==> src/logic/ecp_pkg.sv <==
// Shared constants and types of the experiment control port.
package ecp_pkg;

  // ------------------------------------------------------------
  // Clock and timing
  // ------------------------------------------------------------
  localparam int unsigned CLK_HZ           = 10_000_000;
  localparam int unsigned CLK_PERIOD_NS    = 100;
  localparam int unsigned GPS_BAUD         = 115_200;
  localparam int unsigned GPS_BIT_CYC      = (CLK_HZ + GPS_BAUD / 2) / GPS_BAUD;
  localparam int unsigned GPS_HALF_CYC     = GPS_BIT_CYC / 2;
  localparam int unsigned TRIG_MIN_NS      = 100;
  localparam int unsigned TRIG_MIN_CYC     = (TRIG_MIN_NS + CLK_PERIOD_NS - 1) / CLK_PERIOD_NS;
  localparam int unsigned TRIG_PULSE_NS    = 10;
  localparam int unsigned TRIG_PULSE_CYC   = 1;
  localparam int unsigned MARKER_ERR_NS    = 100;
  localparam int unsigned SYNC_LAT_CYC     = 3;
  localparam int unsigned NUM_MARKERS      = 4;

  // ------------------------------------------------------------
  // Register map (byte addresses)
  // ------------------------------------------------------------
  localparam logic [7:0] ADR_CTRL   = 8'h00;
  localparam logic [7:0] ADR_STATUS = 8'h04;
  localparam logic [7:0] ADR_TRIG   = 8'h08;
  localparam logic [7:0] ADR_TOD    = 8'h0C;
  localparam logic [7:0] ADR_DATE   = 8'h10;
  localparam logic [7:0] ADR_SUBSEC = 8'h14;

  // Control register fields.
  localparam int unsigned CTRL_SW_START = 0;
  localparam int unsigned CTRL_SW_STOP  = 1;
  localparam int unsigned CTRL_HW_START = 2;
  localparam int unsigned CTRL_HW_STOP  = 3;
  localparam int unsigned CTRL_EDGE_LSB = 4;
  localparam int unsigned CTRL_EXT_REF  = 8;
  localparam int unsigned CTRL_WR_MODE  = 9;
  localparam int unsigned CTRL_TRIG_EN  = 10;
  localparam logic [10:0] CTRL_RESET    = 11'h000;
  localparam logic [23:0] TRIG_RESET    = 24'h000063;

  // ------------------------------------------------------------
  // Record stream
  // ------------------------------------------------------------
  localparam int unsigned REC_W   = 32;
  localparam int unsigned STAMP_W = 29;

  typedef enum logic [1:0] {ECP_ZDA_IDLE, ECP_ZDA_HDR, ECP_ZDA_FIELD} ecp_zda_e;

endpackage

==> src/logic/ecp_serial_if.sv <==
// Byte hand-off from the serial time-code receiver to the decoder.
`timescale 1ns/1ns
interface ecp_serial_if;
  logic       valid;
  logic [7:0] data;
  logic       frame_err;
  modport rx   (output valid, output data, output frame_err);
  modport sink (input valid, input data, input frame_err);
endinterface

==> src/logic/ecp_uart_rx.sv <==
// Asynchronous serial receiver for the satellite time code line.
`timescale 1ns/1ns
module ecp_uart_rx
  import ecp_pkg::*;
(
  // Clock and reset
  input  wire logic i_clk,
  input  wire logic i_rst,
  // Serial line
  input  wire logic i_rx,
  // Received bytes
  ecp_serial_if.rx  rx
);

  logic [1:0]  sync;
  logic        busy;
  logic [7:0]  cnt;
  logic [3:0]  bit_idx;
  logic [7:0]  shift;
  wire         line   = sync[1];
  wire         tick   = busy && (cnt == 8'h00);

  // ------------------------------------------------------------
  // Line sampling, 8N1, mid-bit sampling
  // ------------------------------------------------------------
  always_ff @(posedge i_clk or posedge i_rst)
    if (i_rst)
      sync <= 2'h3;
    else
      sync <= {sync[0], i_rx};

  always_ff @(posedge i_clk or posedge i_rst)
  begin
    if (i_rst)
    begin
      busy      <= 1'b0;
      cnt       <= 8'h00;
      bit_idx   <= 4'h0;
      shift     <= 8'h00;
      rx.valid  <= 1'b0;
      rx.data   <= 8'h00;
      rx.frame_err <= 1'b0;
    end
    else
    begin
      rx.valid     <= 1'b0;
      rx.frame_err <= 1'b0;
      if (!busy)
      begin
        if (!line)
        begin
          busy    <= 1'b1;
          cnt     <= 8'(GPS_HALF_CYC);
          bit_idx <= 4'h0;
        end
      end
      else if (!tick)
        cnt <= cnt - 8'h01;
      else
      begin
        cnt     <= 8'(GPS_BIT_CYC - 1);
        bit_idx <= bit_idx + 4'h1;
        if (bit_idx == 4'h0 && line)
          busy <= 1'b0;          // A glitch, not a start bit.
        else if (bit_idx == 4'h9)
        begin
          busy         <= 1'b0;
          rx.valid     <= line;
          rx.frame_err <= !line;
          rx.data      <= shift;
        end
        else if (bit_idx != 4'h0)
          shift <= {line, shift[7:1]};
      end
    end
  end

endmodule

==> src/logic/ecp_ctrl_port.sv <==
// Experiment control port: markers, start/stop, trigger, clock reference and time code.
//
// The Wishbone interface to the registers and the placing of the registers are this design's own decisions.
`timescale 1ns/1ns
module ecp_ctrl_port
  import ecp_pkg::*;
(
  // Clock and reset
  input  wire logic               i_clk,
  input  wire logic               i_rst,
  // Wishbone slave
  input  wire logic               i_wb_cyc,
  input  wire logic               i_wb_stb,
  input  wire logic               i_wb_we,
  input  wire logic [7:0]         i_wb_adr,
  input  wire logic [3:0]         i_wb_sel,
  input  wire logic [31:0]        i_wb_dat,
  output      logic [31:0]        o_wb_dat,
  output      logic               o_wb_ack,
  // Experiment pins
  input  wire logic [3:0]         i_marker,
  input  wire logic               i_hw_start_input,
  input  wire logic               i_hw_stop_input,
  input  wire logic               i_gps_rx,
  input  wire logic               i_pulse_per_second_input,
  output      logic               o_measurement_active_out,
  output      logic               o_trigger_pulse_output,
  // Clock reference control
  input  wire logic               i_pll_locked,
  output      logic               o_pll_ref_ext,
  output      logic               o_ref_out_wr_mode,
  // Photon records in
  input  wire logic               i_ph_valid,
  input  wire logic [REC_W-2:0]   i_ph_data,
  output      logic               o_ph_ready,
  output      logic               o_ph_drop,
  // Time-tagged record stream out
  output      logic               o_rec_valid,
  output      logic [REC_W-1:0]   o_rec_data,
  input  wire logic               i_rec_ready
);

  // ------------------------------------------------------------
  // Helpers
  // ------------------------------------------------------------
  function automatic logic [31:0] merge(input logic [31:0] old, input logic [31:0] wr, input logic [3:0] sel);
    logic [31:0] r;
    r = old;
    for (int i = 0; i < 4; i++)
      if (sel[i])
        r[i*8 +: 8] = wr[i*8 +: 8];
    return r;
  endfunction
  function automatic logic [11:0] add_digit(input logic [11:0] acc, input logic [7:0] ch);
    return 12'(acc * 12'h00A + 12'(ch - 8'h30));
  endfunction

  // ------------------------------------------------------------
  // Input synchronisers and edge detection
  // ------------------------------------------------------------
  logic [6:0] sync1;
  logic [6:0] sync2;
  logic [6:0] sync3;
  wire  [6:0] raw_in = {i_pulse_per_second_input, i_hw_stop_input, i_hw_start_input, i_marker};
  always_ff @(posedge i_clk or posedge i_rst)
    if (i_rst)
      {sync3, sync2, sync1} <= 21'h000000;
    else
      {sync3, sync2, sync1} <= {sync2, sync1, raw_in};

  logic [10:0] ctrl;
  wire  [6:0]  rise      = sync2 & ~sync3;
  wire  [6:0]  fall      = ~sync2 & sync3;
  wire  [3:0]  edge_sel  = ctrl[CTRL_EDGE_LSB +: 4];
  wire  [3:0]  mk_event  = (edge_sel & fall[3:0]) | (~edge_sel & rise[3:0]);
  wire         hw_start  = rise[4] && ctrl[CTRL_HW_START];
  wire         hw_stop   = rise[5] && ctrl[CTRL_HW_STOP];
  wire         pps_edge  = rise[6];

  // ------------------------------------------------------------
  // Register bus
  // ------------------------------------------------------------
  logic [23:0] trig_period;
  wire         wb_req    = i_wb_cyc && i_wb_stb && !o_wb_ack;
  wire         wb_wr     = wb_req && i_wb_we;
  wire         wr_ctrl   = wb_wr && (i_wb_adr == ADR_CTRL);
  wire         wr_trig   = wb_wr && (i_wb_adr == ADR_TRIG);
  wire [31:0]  ctrl_new  = merge({21'h0, ctrl}, i_wb_dat, i_wb_sel);
  wire         sw_start  = wr_ctrl && ctrl_new[CTRL_SW_START];
  wire         sw_stop   = wr_ctrl && ctrl_new[CTRL_SW_STOP];

  always_ff @(posedge i_clk or posedge i_rst)
  begin
    if (i_rst)
    begin
      ctrl        <= CTRL_RESET;
      trig_period <= TRIG_RESET;
      o_wb_ack    <= 1'b0;
    end
    else
    begin
      o_wb_ack <= wb_req;
      if (wr_ctrl)
        ctrl <= {ctrl_new[10:2], 2'b00};
      if (wr_trig)
        trig_period <= 24'(merge({8'h00, trig_period}, i_wb_dat, i_wb_sel));
    end
  end

  // ------------------------------------------------------------
  // Measurement state
  // ------------------------------------------------------------
  logic meas;

  // A stop seen in the same cycle as a start wins, so a glitch never leaves it running.
  always_ff @(posedge i_clk or posedge i_rst)
    if (i_rst)
      meas <= 1'b0;
    else if (hw_stop || sw_stop)
      meas <= 1'b0;
    else if (hw_start || sw_start)
      meas <= 1'b1;

  assign o_measurement_active_out = meas;

  // ------------------------------------------------------------
  // Trigger generator
  // ------------------------------------------------------------
  // Period register holds cycles minus one, so 0 gives 0.1 us and 24'hFFFFFF 1.678 s.
  // The pulse is one clock long for any period above 0 (0 holds it high); at this clock rate that is the shortest a pulse can be.
  logic [23:0] trig_cnt;

  always_ff @(posedge i_clk or posedge i_rst)
  begin
    if (i_rst)
      {trig_cnt, o_trigger_pulse_output} <= 25'h0000000;
    else if (!ctrl[CTRL_TRIG_EN])
      {trig_cnt, o_trigger_pulse_output} <= {trig_period, 1'b0};
    else
    begin
      o_trigger_pulse_output <= (trig_cnt == 24'h000000);
      trig_cnt <= (trig_cnt == 24'h000000) ? trig_period : trig_cnt - 24'h000001;
    end
  end

  // ------------------------------------------------------------
  // Clock reference selection
  // ------------------------------------------------------------
  // The analog PLL and reference mux act on these levels.
  assign o_pll_ref_ext     = ctrl[CTRL_EXT_REF];
  assign o_ref_out_wr_mode = ctrl[CTRL_WR_MODE];

  // ------------------------------------------------------------
  // Time code decoding
  // ------------------------------------------------------------
  ecp_serial_if ser ();

  ecp_uart_rx u_rx
  (
    .i_clk (i_clk),
    .i_rst (i_rst),
    .i_rx  (i_gps_rx),
    .rx    (ser)
  );

  ecp_zda_e    zst;
  logic [2:0]  fld;
  logic [3:0]  pos;
  logic [23:0] hdr;
  logic [11:0] acc;
  logic [4:0]  p_hour;
  logic [5:0]  p_min;
  logic [5:0]  p_sec;
  logic [4:0]  p_day;
  logic [3:0]  p_mon;
  logic [11:0] p_year;
  logic        p_valid;
  wire  [7:0]  ch       = ser.data;
  wire         is_digit = (ch >= 8'h30) && (ch <= 8'h39);
  wire         is_comma = (ch == 8'h2C);
  wire         is_end   = (ch == 8'h2A) || (ch == 8'h0D);
  wire [11:0]  acc_next = add_digit(acc, ch);

  always_ff @(posedge i_clk or posedge i_rst)
  begin
    if (i_rst)
    begin
      zst     <= ECP_ZDA_IDLE;
      p_valid <= 1'b0;
      {fld, pos, hdr, acc} <= 43'h00000000000;
      {p_hour, p_min, p_sec, p_day, p_mon, p_year} <= 38'h0000000000;
    end
    else
    begin
      if (pps_edge)
        p_valid <= 1'b0;
      if (ser.frame_err)
        zst <= ECP_ZDA_IDLE;
      else if (ser.valid)
      begin
        if (ch == 8'h24)
        begin
          zst <= ECP_ZDA_HDR;
          hdr <= 24'h000000;
        end
        else
        begin
          unique case (zst)
            ECP_ZDA_IDLE : ;
            ECP_ZDA_HDR :
              if (is_comma)
              begin
                zst <= (hdr == 24'h5A4441) ? ECP_ZDA_FIELD : ECP_ZDA_IDLE;
                fld <= 3'h1;
                pos <= 4'h0;
                acc <= 12'h000;
              end
              else
                hdr <= {hdr[15:0], ch};
            ECP_ZDA_FIELD :
              if (is_comma || is_end)
              begin
                unique case (fld)
                  3'h2    : p_day  <= 5'(acc);
                  3'h3    : p_mon  <= 4'(acc);
                  3'h4    : p_year <= acc;
                  default : ;
                endcase
                fld <= fld + 3'h1;
                pos <= 4'h0;
                acc <= 12'h000;
                if (is_end)
                begin
                  zst     <= ECP_ZDA_IDLE;
                  p_valid <= (fld >= 3'h4);
                end
              end
              else if (is_digit)
              begin
                pos <= pos + 4'h1;
                if (fld == 3'h1)
                begin
                  acc <= (pos[0]) ? 12'h000 : 12'(ch - 8'h30);
                  if (pos == 4'h1)
                    p_hour <= 5'(acc_next);
                  if (pos == 4'h3)
                    p_min <= 6'(acc_next);
                  if (pos == 4'h5)
                    p_sec <= 6'(acc_next);
                end
                else
                  acc <= acc_next;
              end
          endcase
        end
      end
    end
  end

  // ------------------------------------------------------------
  // Time base
  // ------------------------------------------------------------
  // The sentence names the second that the next PPS edge opens.
  logic [31:0] tod;
  logic [31:0] date;
  logic [31:0] subsec;
  logic        synced;
  logic [31:0] meas_time;

  always_ff @(posedge i_clk or posedge i_rst)
  begin
    if (i_rst)
    begin
      {tod, date, subsec, meas_time} <= 128'h0;
      synced                         <= 1'b0;
    end
    else
    begin
      meas_time <= (sw_start || hw_start) && !meas ? 32'h00000000 : meas_time + 32'h00000001;
      subsec    <= pps_edge ? 32'(SYNC_LAT_CYC) : subsec + 32'h00000001;
      if (pps_edge && p_valid)
      begin
        tod    <= {15'h0000, p_hour, p_min, p_sec};
        date   <= {11'h000, p_year, p_day, p_mon};
        synced <= 1'b1;
      end
    end
  end

  // ------------------------------------------------------------
  // Marker capture and record arbitration
  // ------------------------------------------------------------
  logic [3:0]         mk_pend;
  logic [STAMP_W-1:0] mk_stamp [NUM_MARKERS];
  wire  [1:0]         mk_pick  = mk_pend[0] ? 2'h0 : mk_pend[1] ? 2'h1 : mk_pend[2] ? 2'h2 : 2'h3;
  wire                out_free = !o_rec_valid || i_rec_ready;
  wire                mk_take  = out_free && (mk_pend != 4'h0);
  wire  [3:0]         mk_clr   = mk_take ? (4'h1 << mk_pick) : 4'h0;
  // The stamp is backed off by the synchroniser delay, which leaves it one to two cycles before the marker edge.
  wire  [STAMP_W-1:0] now      = STAMP_W'(meas_time - 32'(SYNC_LAT_CYC));

  assign o_ph_ready = out_free && (mk_pend == 4'h0);
  assign o_ph_drop  = i_ph_valid && !o_ph_ready;

  always_ff @(posedge i_clk or posedge i_rst)
  begin
    if (i_rst)
    begin
      {mk_pend, o_rec_valid, o_rec_data} <= 37'h0000000000;
      for (int i = 0; i < NUM_MARKERS; i++)
        mk_stamp[i] <= '0;
    end
    else
    begin
      // A new edge in the cycle its pending bit is taken still sets it again.
      mk_pend <= (mk_pend & ~mk_clr) | (mk_event & {4{meas}});
      for (int i = 0; i < NUM_MARKERS; i++)
        if (mk_event[i] && meas)
          mk_stamp[i] <= now;
      if (mk_take)
      begin
        o_rec_valid <= 1'b1;
        o_rec_data  <= {1'b1, mk_pick, mk_stamp[mk_pick]};
      end
      else if (o_ph_ready && i_ph_valid)
      begin
        o_rec_valid <= 1'b1;
        o_rec_data  <= {1'b0, i_ph_data};
      end
      else if (i_rec_ready)
        o_rec_valid <= 1'b0;
    end
  end

  // ------------------------------------------------------------
  // Register read back
  // ------------------------------------------------------------
  wire [31:0] status = {28'h0000000, synced, p_valid, i_pll_locked, meas};
  wire [31:0] rd_mux = (i_wb_adr == ADR_CTRL)   ? {21'h000000, ctrl} :
                       (i_wb_adr == ADR_STATUS) ? status :
                       (i_wb_adr == ADR_TRIG)   ? {8'h00, trig_period} :
                       (i_wb_adr == ADR_TOD)    ? tod :
                       (i_wb_adr == ADR_DATE)   ? date :
                       (i_wb_adr == ADR_SUBSEC) ? subsec : 32'h00000000;

  always_ff @(posedge i_clk or posedge i_rst)
    if (i_rst)
      o_wb_dat <= 32'h00000000;
    else if (wb_req)
      o_wb_dat <= rd_mux;

endmodule

==> config.mk <==
export PLATFORM = sky130hd
export DESIGN_NAME = ecp_ctrl_port
export DESIGN_NICKNAME = d
export VERILOG_FILES = /design/src/logic/ecp_pkg.sv /design/src/logic/ecp_serial_if.sv /design/src/logic/ecp_uart_rx.sv /design/src/logic/ecp_ctrl_port.sv
export SDC_FILE = /design/constraint.sdc
export NUM_CORES = 1
export LEC_CHECK = 0
export BUFFER_PORTS_ARGS = -buffer_cell sky130_fd_sc_hd__buf_2
export CAP_MARGIN = 0
export CORE_MARGIN = 1.5
export CORE_UTILIZATION = 50
export DETAILED_ROUTE_END_ITERATION = 10
export PLACE_DENSITY_LB_ADDON = 0.05
export SETUP_SLACK_MARGIN = 0.4
export SLEW_MARGIN = 30
export SYNTH_ARGS = -nofsm -noshare
export SYNTH_HDL_FRONTEND = slang
export SYNTH_HIERARCHICAL = 1
export SYNTH_SLANG_ARGS = --single-unit
export TNS_END_PERCENT = 20
==> constraint.sdc <==
create_clock -name i_clk -period 36.9 [get_ports i_clk]
set_clock_uncertainty 0.1 [all_clocks]
set_input_delay 0 -clock i_clk [delete_from_list [all_inputs] [get_ports i_clk]]
set_output_delay 0 -clock i_clk [all_outputs]
set_load 0.05 [all_outputs]
==> results of run 1 <==
## power groups by stage
stage	sequential [W]	clock (W)	combinational, W
global placement	0.000591	0	0.000126
CTS	0.000583	0.000566	0.000136
finish	0.000584	0.000550	0.000135
floorplan	0.000611	0	0.0000742
detailed placement	0.000593	0	0.000128
global route	0.000588	0.000587	0.000150
## cell type report
class	count	area, µm²
Tap cell	592	740.7
Inverter	37	151.4
Multi-Input combinational cell	1543	9837
Clock buffer	77	1578
Sequential cell	483	12100
Clock inverter	20	267.8
Fill cell	3775	17600
Timing Repair Buffer	284	2042
## synth_stat cells, types with 5 or more instances
cell type  count
or2_2          5
dfstp_2        6
mux2_4         7
buf_1          9
or3_1         22
a211oi_1      32
nor2b_1        7
a222oi_1       8
nand4_1       19
nor2_1       186
a22o_1         9
clkbuf_1     107
or4_1          8
ha_1          46
o41ai_1        6
a21oi_1       65
a21o_1         6
o21a_1         8
a221oi_1       6
mux2i_1       44
and2_1         9
and4_1         7
o221ai_1       8
and3_1        14
xnor2_1       61
xor2_1        57
mux2_2       136
nand3b_1       7
o21ai_0      208
o21ai_1        5
nand2_1      348
a22oi_1       12
buf_2          8
nand2b_1       8
dfrtp_1      477
inv_1         37
a31oi_1       29
nor3_1        30
o31ai_1        6
nand3_1       46
nor4_1        17
## per-stage QoR
step | power [W] | instances | utilization (%) | hold slack (ns) | area (µm²)
global route | 0.001325 | 3036 | 60.28 | 0.008995 | 26710
global placement | 0.0007172 | 2830 | 53.61 | 0.01030 | 23760
floorplan | 0.0006849 | 2189 | - | -0.09552 | 22540
finish | 0.001269 | 3036 | 60.28 | -0.07358 | 26710
detailed placement | 0.0007207 | 2830 | 53.63 | 0.009314 | 23770
CTS | 0.001285 | 3036 | 60.26 | 0.004902 | 26700
## metal layers
layer	GRT usage (%)	share of wire, %	up-vias
met5	0	0	-
met4	5.664	1.9	0
met2	34.84	44	334
met1	34.77	49	8067
li1	-	-	8098
met3	3.808	4.6	69
## registers in the layout (all words and copies together), names as in the netlist, 8 cells and up
name and flops:
mk_stamp 116, o_wb_dat 32, date 21, hdr 24, u_rx/shift 8, u_rx/rx.data 8, o_rec_data 32, trig_period 24
subsec 32, meas_time 29, u_rx/cnt 8, ctrl 9, trig_cnt 24, acc 12, tod 17, p_year 12
## cells by family (layout without fill, tap and decap cells)
| group | count (synthesis) | in the layout | synth area share, % |
|---|---|---|---|
| AO/OA/AOI/OAI | 430 | 430 | 11.43 |
| buffers and inverters | 163 | 418 | 2.826 |
| AND/OR/NAND/NOR | 760 | 760 | 15.55 |
| flip-flops | 483 | 483 | 53.66 |
| XOR/XNOR | 118 | 118 | 4.585 |
| multiplexers | 187 | 187 | 9.215 |
| adder cells (fa/ha/maj) | 48 | 48 | 2.731 |
## critical path: cells and delay by family (launching register included)
kind	cells	cell delay, ns
multiplexers	1	0.40
buffers and inverters	5	2.71
AND/OR/NAND/NOR	3	0.99
flip-flops	1	0.37
## path summary, 6_finish.rpt
kind,from,to,cells after the start
worst min-delay path,i_rst,hdr[7]$_DFFE_PP0P_,3
worst min register to register,sync1[6]$_DFF_PP0_,sync2[6]$_DFF_PP0_,0
worst max-delay path,o_wb_ack$_DFF_PP0_,trig_period[5]$_DFFE_PP1P_,9
min in group i_clk,i_wb_adr[4],o_wb_dat[5]$_DFFE_PP0P_,4
worst max register to register,o_wb_ack$_DFF_PP0_,trig_period[5]$_DFFE_PP1P_,9
max in group asynchronous,i_rst,mk_pend[1]$_DFF_PP0_,5
==> results.sh, run 1 <==
export IMPL_period_share_pct=12.63
export IMPL_crit_arrival_ns=5.09
export IMPL_dp_hpwl_um=34660
export IMPL_hold_slack_ns=-0.07358
export IMPL_grtUsageTotal_pct=23.10
export IMPL_firstDrtPassIters=5
export IMPL_path_class="reg2reg"
export IMPL_p_sw_w=0.0003257
export IMPL_yosysWarnings=6
export IMPL_fp_dieH_um=215.3
export IMPL_synth_fp_nets=2328
export IMPL_cellPowerDensity_nw_per_um2=47.50
export IMPL_yosys_area_top_type_share_pct=52.96
export IMPL_ir_worst_vdd_uv=40.32
export IMPL_num_rows=77
export IMPL_antennaDiodeCount=0
export IMPL_syn_area_per_cell_um2=10.30
export IMPL_vias=16570
export IMPL_cts_tree="yes"
export IMPL_ios=163
export IMPL_cpMaxStageDelayCell="inv_1"
export IMPL_fin_tns_setup_ns=0
export IMPL_cp_cell_sequence="nand3b_1, dlygate4sd3_1, buf_4, inv_1, nand3_1, dlygate4sd3_1, nor3_2, mux2_2, dlygate4sd3_1"
export IMPL_synthCells=2189
export IMPL_maxSlewViolCount=0
export IMPL_synth_async_reset_ratio_pct=100.0
export IMPL_grt_max_degree=161
export IMPL_gp_congestion=0.8370
export IMPL_portBuffers=153
export IMPL_totalWireLength_um=52840
export IMPL_ff2ff_setup_slack_ns=32.24
export IMPL_internal_power_w=0.0009432
export IMPL_synth_edf_count=0
export IMPL_cts_setup_buffers=0
export IMPL_first_global_vias=16140
export IMPL_worst_pin_slew_ns=0.9342
export IMPL_hold_path_class="in2async"
export IMPL_crit_fanout=40
export IMPL_layout_commonest_cell="dfrtp_1"
export IMPL_power_share_clock_pct=43.3
export IMPL_cp_common_cell="dlygate4sd3_1"
export IMPL_synthDistinctLibCells=74
export IMPL_ant_nets=0
export IMPL_clk_latency_ns=0.60
export IMPL_clk_pin_slew_ns=0.06
export IMPL_start_util_pct=50.86
export IMPL_cp_data_required_time_ns=37.33
export IMPL_final_setup_worst_slack_ns=32.24
export IMPL_fin_crit_ns=4.661
export IMPL_drive_gt1_share_pct=18.21
export IMPL_post_cts_resized=0
export IMPL_ys_seq_area_share_pct=53.66
export IMPL_die_area_um2=46360
export IMPL_drc=0
export IMPL_cts_hold_buf=109
export IMPL_layout_nets=2541
export IMPL_cts_sinks=483
export IMPL_setup_viol=0
export IMPL_wire_per_inst_um=17.41
export IMPL_pwr_share_comb_pct=10.6
export IMPL_drtIter0Drc=1355
export IMPL_synth_area_leaders="dfrtp_1 53%, mux2_2 6.8%, nand2_1 5.8%"
export IMPL_grt_pass1_wl_um=86640
export IMPL_cap_violations=0
export IMPL_start_kind="register"
export IMPL_p_leak_nw=12.72
export IMPL_hold_viol_final=25
export IMPL_rsz0062_at_grt="false"
export IMPL_max_freq_ghz=0.2145
export IMPL_layout_common_cells="475 x dfrtp_1, 347 x nand2_1, 208 x o21ai_0, 185 x nor2_1, 153 x buf_2"
export IMPL_crit_path_end_kind="register"
export IMPL_max_stage_delay_ns=0.70
export IMPL_outcome="finished with violations"
export IMPL_yosysTopAreaCell="dfrtp_1"
export IMPL_ys_flop_type="dfrtp_1"
export IMPL_gr_total_overflow=0
export IMPL_dp_slack_ns=33.21
export IMPL_viasPerCell=5.457
export IMPL_coreArea_um2=44320
export IMPL_violations="hold timing"
export IMPL_h_tree_depth=2
export IMPL_cts_path_max_buffers=3
export IMPL_ys_seq_elements=483
export IMPL_die_width_um=215.3
export IMPL_antenna_found_initial=0
export IMPL_cts_root_buffer="clkbuf_16"
export IMPL_synthToLayoutAreaGrowth_pct=18.52
export IMPL_synth_area_um2=22540
export IMPL_maxSlewHeadroom_pct=37.24
export IMPL_cts_buffers=53
export IMPL_p_sw_share_pct=25.67
export IMPL_p_seq_share_pct=46.0
(Power assumes the default switching activity.)
==> run 2, diff against run 1 <==
==> constraint.sdc (replaced) <==
create_clock -name i_clk -period 4.4 [get_ports i_clk]
set_clock_uncertainty 0.1 [all_clocks]
set_input_delay 0 -clock i_clk [delete_from_list [all_inputs] [get_ports i_clk]]
set_output_delay 0 -clock i_clk [all_outputs]
set_load 0.05 [all_outputs]
==> run 2 against run 1 <==
- the run now ends clean
- combinational power rose to 8.5 times the previous value
- clock-buffer cell count up 4
- routed wire length up 1.9%
- core utilization down 0.18 points
- via count up 1.0%
- non-clock buffer count up 6
- largest power group unchanged
==> results.sh, run 2 (synthesis gave the netlist of run 1 again) <==
export IMPL_outcome="complete, no violations"
export IMPL_antenna_found_initial=0
export IMPL_largest_reg_flops=116
export IMPL_crit_arrival_ns=4.13
export IMPL_fill_cells=3770
export IMPL_setup_viol=0
export IMPL_drive_gt1_share_pct=18.14
export IMPL_first_global_vias=16290
export IMPL_gp_congestion=0.8182
export IMPL_ff2ff_setup_slack_ns=0.68
export IMPL_dp_hpwl_um=35860
export IMPL_die_width_um=215.3
export IMPL_worst_pin_slew_ns=0.9129
export IMPL_min_delay_path_depth=5
export IMPL_multi_input_area_um2=9842
export IMPL_gr_total_overflow=0
export IMPL_coreArea_um2=44320
export IMPL_timing_rr_end="acc[11]$_DFFE_PP0P_"
export IMPL_maxSlewViolCount=0
export IMPL_cp_data_required_time_ns=4.81
export IMPL_regMostFlops="mk_stamp"
export IMPL_clk_latency_ns=0.59
export IMPL_drtIter0Drc=1275
export IMPL_period_share_pct=84.47
export IMPL_ant_nets=0
export IMPL_totalWireLength_um=53830
export IMPL_r2r_cells=13
export IMPL_cts_tree="yes"
export IMPL_num_rows=77
export IMPL_fin_crit_ns=3.717
export IMPL_layout_common_cells="475 x dfrtp_1, 346 x nand2_1, 208 x o21ai_0, 184 x nor2_1, 153 x buf_2"
export IMPL_maxSlewHeadroom_pct=38.67
export IMPL_synthToLayoutAreaGrowth_pct=18.16
export IMPL_ir_worst_vdd_uv=323.8
export IMPL_rsz0062_at_grt="true"
export IMPL_crit_path_end_kind="register"
export IMPL_wire_per_inst_um=17.71
export IMPL_grt_max_degree=174
export IMPL_antennaDiodeCount=0
export IMPL_crit_fanout=7
export IMPL_cts_buffers=52
export IMPL_cap_violations=0
export IMPL_viasPerCell=5.507
export IMPL_hold_path_class="in2reg"
export IMPL_cts_root_buffer="clkbuf_16"
export IMPL_cts_sinks=483
export IMPL_drc=0
export IMPL_hp_start="i_wb_adr[7]"
export IMPL_power_total_w=0.01029
export IMPL_firstDrtPassIters=5
export IMPL_cellPowerDensity_nw_per_um2=386.5
export IMPL_post_route_util_pct=60.10
export IMPL_vias=16740
export IMPL_critical_path_reg2reg_startpoint="acc[1]$_DFFE_PP0P_"
export IMPL_portBuffers=153
export IMPL_max_freq_ghz=0.2690
export IMPL_hold_viol_final=0
export IMPL_h_tree_depth=2
export IMPL_regArea_um2=12100
export IMPL_clk_pin_slew_ns=0.06
export IMPL_layout_nets=2546
export IMPL_cts_path_max_buffers=3
export IMPL_grt_pass1_wl_um=88120
export IMPL_layout_commonest_cell="dfrtp_1"
export IMPL_start_util_pct=50.86
export IMPL_path_class="reg2reg"
export IMPL_grtUsageTotal_pct=23.52
export IMPL_ios=163
export IMPL_start_kind="register"
export IMPL_p_leak_nw=12.66
export IMPL_hold_path_endpoint="ctrl[4]$_DFFE_PP0P_"
export IMPL_fp_dieH_um=215.3
export IMPL_die_area_um2=46360
-- run 2: changes by cell type in the layout (fill, tap and decap cells not counted), moves of 2 or more --
cell / previous run / this run
buf_6: 2 / 0
clkbuf_1: 9 / 15
bufinv_16: 6 / 1
clkinv_2: 12 / 10
clkinvlp_4: 0 / 3
buf_4: 19 / 23
clkbuf_8: 14 / 12
buf_12: 1 / 3
-- run 2: layer usage --
layer	GRT usage, %	part of all wire, %
met4	4.662	1.3
met5	0	0
met3	3.652	4.8
met2	35.80	45
met1	35.73	49
-- run 2: stage by stage --
stage          worst slack [ns]  area [µm²]  hold slack [ns]  std cells  setup TNS [ns]
2_1_floorplan            -1.782       22540         -0.09552       2189         -795.09
3_3_place_gp             0.8091       23810         -0.06423       2834               0
3_5_place_dp             0.7375       23820         -0.06768       2834               0
4_1_cts                  0.6117       26600          0.01215       3039               0
5_1_grt                  0.3859       26630          0.02902       3040               0
6_report                 0.6832       26630          0.01388       3040               0
-- run 2: area by class of cell --
| type | instances | area share (%) |
|---|---|---|
| flip-flops and latches | 483 | 45.42 |
| multi-input cells | 1543 | 36.95 |
| repair buffers | 290 | 7.986 |
| clock buffers | 81 | 5.905 |
| well taps | 592 | 2.781 |
| inverters | 37 | 0.5356 |
| clock inverters | 14 | 0.4181 |
-- run 2: where the power goes --
group | total [W] | leakage, nW | internal (W) | switching (W)
logic | 0.00115 | 5.35 | 0.000388 | 0.000760
registers | 0.00490 | 6.48 | 0.00470 | 0.000200
clock network | 0.00425 | 0.830 | 0.00251 | 0.00174
total | 0.0103 | 12.7 | 0.00759 | 0.00270
-- run 2: worst max path at each step --
stage	from	end	slack (ns)	cells past startpoint
after global routing	acc[1]$_DFFE_PP0P_	acc[11]$_DFFE_PP0P_	0.39	13
after global placement	acc[1]$_DFFE_PP0P_	acc[11]$_DFFE_PP0P_	0.81	14
final	acc[1]$_DFFE_PP0P_	acc[11]$_DFFE_PP0P_	0.68	13
after detailed placement	acc[1]$_DFFE_PP0P_	acc[11]$_DFFE_PP0P_	0.74	13
after floorplan	i_rst	acc[0]$_DFFE_PP0P_	-1.78	1
after CTS	o_wb_ack$_DFF_PP0_	o_measurement_active_out$_DFFE_PP0P_	0.61	10
-- run 2: worst max-delay path, stage by stage, from the launching register on --
cell and delay [ns]:
dfrtp_1 0.46, ha_1 0.33, ha_1 0.23, fa_1 0.40, a21o_1 0.17, a21oi_1 0.20
xnor2_1 0.15, ha_1 0.29, o21ai_0 0.35, o21ai_0 0.14, o211ai_1 0.22, xnor2_1 0.12
or3b_1 0.38, nand3_1 0.10
-- run 2: what timing repair did --
action | in CTS | in global routing
gates resized for setup | 0 | 1
setup buffers | 0 | 0
endpoints found under the hold margin | 581 | 0
hold buffers | 110 | 0
setup endpoints to repair | 0 | 2
==> run 3, diff against run 2 <==
==> constraint.sdc (replaced) <==
create_clock -name i_clk -period 3.75 [get_ports i_clk]
set_clock_uncertainty 0.1 [all_clocks]
set_input_delay 0 -clock i_clk [delete_from_list [all_inputs] [get_ports i_clk]]
set_output_delay 0 -clock i_clk [all_outputs]
set_load 0.05 [all_outputs]
==> run 3 against run 2 <==
- core utilization grew 0.48 points
- sequential share of layout area shrank 0.35 points
- power grew 17%
- largest cell class unchanged
==> results.sh, run 3 (synthesis gave the netlist of run 1 again) <==
export IMPL_clk_pin_slew_ns=0.07
export IMPL_cts_path_max_buffers=3
export IMPL_coreArea_um2=44320
export IMPL_ios=163
export IMPL_rsz0062_at_grt="true"
export IMPL_start_util_pct=50.86
export IMPL_fin_tns_setup_ns=0
export IMPL_cts_sinks=483
export IMPL_setup_viol=0
export IMPL_internal_power_w=0.008947
export IMPL_route_met2_wl_um=24040
export IMPL_fp_dieH_um=215.3
export IMPL_regArea_um2=12100
export IMPL_p_leak_nw=12.70
export IMPL_drive_gt1_share_pct=18.93
export IMPL_die_area_um2=46360
export IMPL_firstDrtPassIters=7
export IMPL_r2r_cells=14
export IMPL_start_kind="register"
export IMPL_regMostFlops="mk_stamp"
export IMPL_viasPerCell=5.477
export IMPL_p_sw_w=0.003147
export IMPL_p_sw_share_pct=26.02
export IMPL_cts_buffers=51
export IMPL_antennaDiodeCount=0
export IMPL_dp_slack_ns=0.1527
export IMPL_layout_common_cells="473 x dfrtp_1, 347 x nand2_1, 206 x o21ai_0, 184 x nor2_1, 154 x buf_2"
export IMPL_period_share_pct=89.43
export IMPL_ant_nets=0
export IMPL_grt_pass1_wl_um=87640
export IMPL_synthToLayoutAreaGrowth_pct=19.11
export IMPL_first_global_vias=16350
export IMPL_maxSlewViolCount=0
export IMPL_power_share_clock_pct=41.4
export IMPL_portBuffers=153
export IMPL_clk_latency_ns=0.59
export IMPL_dp_hpwl_um=35790
export IMPL_die_width_um=215.3
export IMPL_crit_fanout=2
export IMPL_route_met3_wl_um=2722
export IMPL_cp_data_required_time_ns=4.16
export IMPL_cts_tree="yes"
export IMPL_cap_violations=0
export IMPL_grtUsageTotal_pct=23.51
export IMPL_cts_root_buffer="clkbuf_16"
export IMPL_drtIter0Drc=1191
export IMPL_crit_path_end_kind="register"
export IMPL_worst_pin_slew_ns=0.9000
export IMPL_max_freq_ghz=0.2982
export IMPL_wire_per_inst_um=17.71
export IMPL_drc=0
export IMPL_min_delay_path_depth=4
export IMPL_drt_met1_wl_um=26130
export IMPL_crit_arrival_ns=3.76
export IMPL_final_setup_worst_slack_ns=0.3965
export IMPL_layout_commonest_cell="dfrtp_1"
export IMPL_hold_path_class="in2reg"
export IMPL_p_seq_share_pct=47.5
export IMPL_maxSlewHeadroom_pct=39.54
export IMPL_layout_nets=2562
export IMPL_multi_input_area_um2=9930
export IMPL_h_tree_depth=2
export IMPL_outcome="complete, no violations"
export IMPL_final_cells=3054
export IMPL_vias=16730
export IMPL_ir_worst_vdd_uv=387.1
export IMPL_largest_reg_flops=116
export IMPL_hold_viol_final=0
export IMPL_path_class="reg2reg"
export IMPL_gr_total_overflow=0
export IMPL_top_layer_used="met4"
export IMPL_antenna_found_initial=0
export IMPL_hold_slack_ns=0.05460
export IMPL_pwr_share_comb_pct=11.1
export IMPL_dp_cells=2837
export IMPL_grt_max_degree=156
export IMPL_totalWireLength_um=54080
export IMPL_fill_cells=3782
export IMPL_cellPowerDensity_nw_per_um2=450.5
export IMPL_fin_crit_ns=3.354
export IMPL_gp_congestion=0.8220
export IMPL_num_rows=77
-- run 3: metal layers --
metal  vias to the layer above  GRT usage [%]
met3                        79          3.454
li1                       8124              -
met1                      8149          35.01
met4                         0          6.550
met5                         -              0
met2                       376          35.80
-- run 3: repair_timing --
action | CTS | global route
resized for setup | 8 | 12
pin swaps | 6 | 18
buffers inserted | 5 | 4
setup endpoints to repair | 3 | 2
endpoints found under the hold margin | 578 | 0
hold buffers | 116 | 0
-- run 3: area by class of cell --
cell class / count / area share [%]
flip-flops and latches: 483 / 45.07
multi-input cells: 1543 / 36.99
repair buffers: 307 / 8.454
clock buffers: 79 / 5.667
well taps: 592 / 2.759
clock inverters: 13 / 0.5360
inverters: 37 / 0.5313
-- run 3: stage by stage --
stage	utilization (%)	power [W]	area, µm²
global route	60.58	0.01261	26850
global placement	53.84	0.007077	23860
finish	60.58	0.01209	26850
floorplan	-	0.006741	22540
detailed placement	53.84	0.007105	23860
CTS	60.38	0.01224	26760
-- run 3: final timing paths --
| path | end | from | slack, ns |
|---|---|---|---|
| max reg2reg | acc[11]$_DFFE_PP0P_ | acc[3]$_DFFE_PP0P_ | 0.40 |
| min reg2reg | u_rx/sync[1]$_DFF_PP1_ | u_rx/sync[0]$_DFF_PP1_ | 0.26 |
| max | acc[11]$_DFFE_PP0P_ | acc[3]$_DFFE_PP0P_ | 0.40 |
| min in group asynchronous | zst[0]$_DFFE_PP0P_ | i_rst | 0.44 |
| min | o_wb_dat[8]$_DFFE_PP0P_ | i_wb_adr[4] | 0.05 |
| max in group asynchronous | mk_pend[0]$_DFF_PP0_ | i_rst | 1.98 |
-- run 3: critical path: stages, from the launching register on --
cell and delay (ns):
dfrtp_2 0.43, ha_4 0.25, ha_4 0.16, fa_2 0.39, a21o_1 0.20, a21oi_2 0.16
o21bai_1 0.09, a21oi_1 0.17, xnor2_1 0.15, ha_2 0.31, or2_4 0.22, o211ai_1 0.11
xnor2_1 0.12, or3b_1 0.35, nand3_1 0.07
-- run 3: power groups by stage --
stage | Combinational [W] | Clock (W) | Sequential (W)
6_report | 0.00134 | 0.00501 | 0.00574
5_1_grt | 0.00148 | 0.00534 | 0.00579
4_1_cts | 0.00135 | 0.00515 | 0.00574
3_5_place_dp | 0.00127 | 0 | 0.00583
3_3_place_gp | 0.00126 | 0 | 0.00582
2_1_floorplan | 0.000731 | 0 | 0.00601
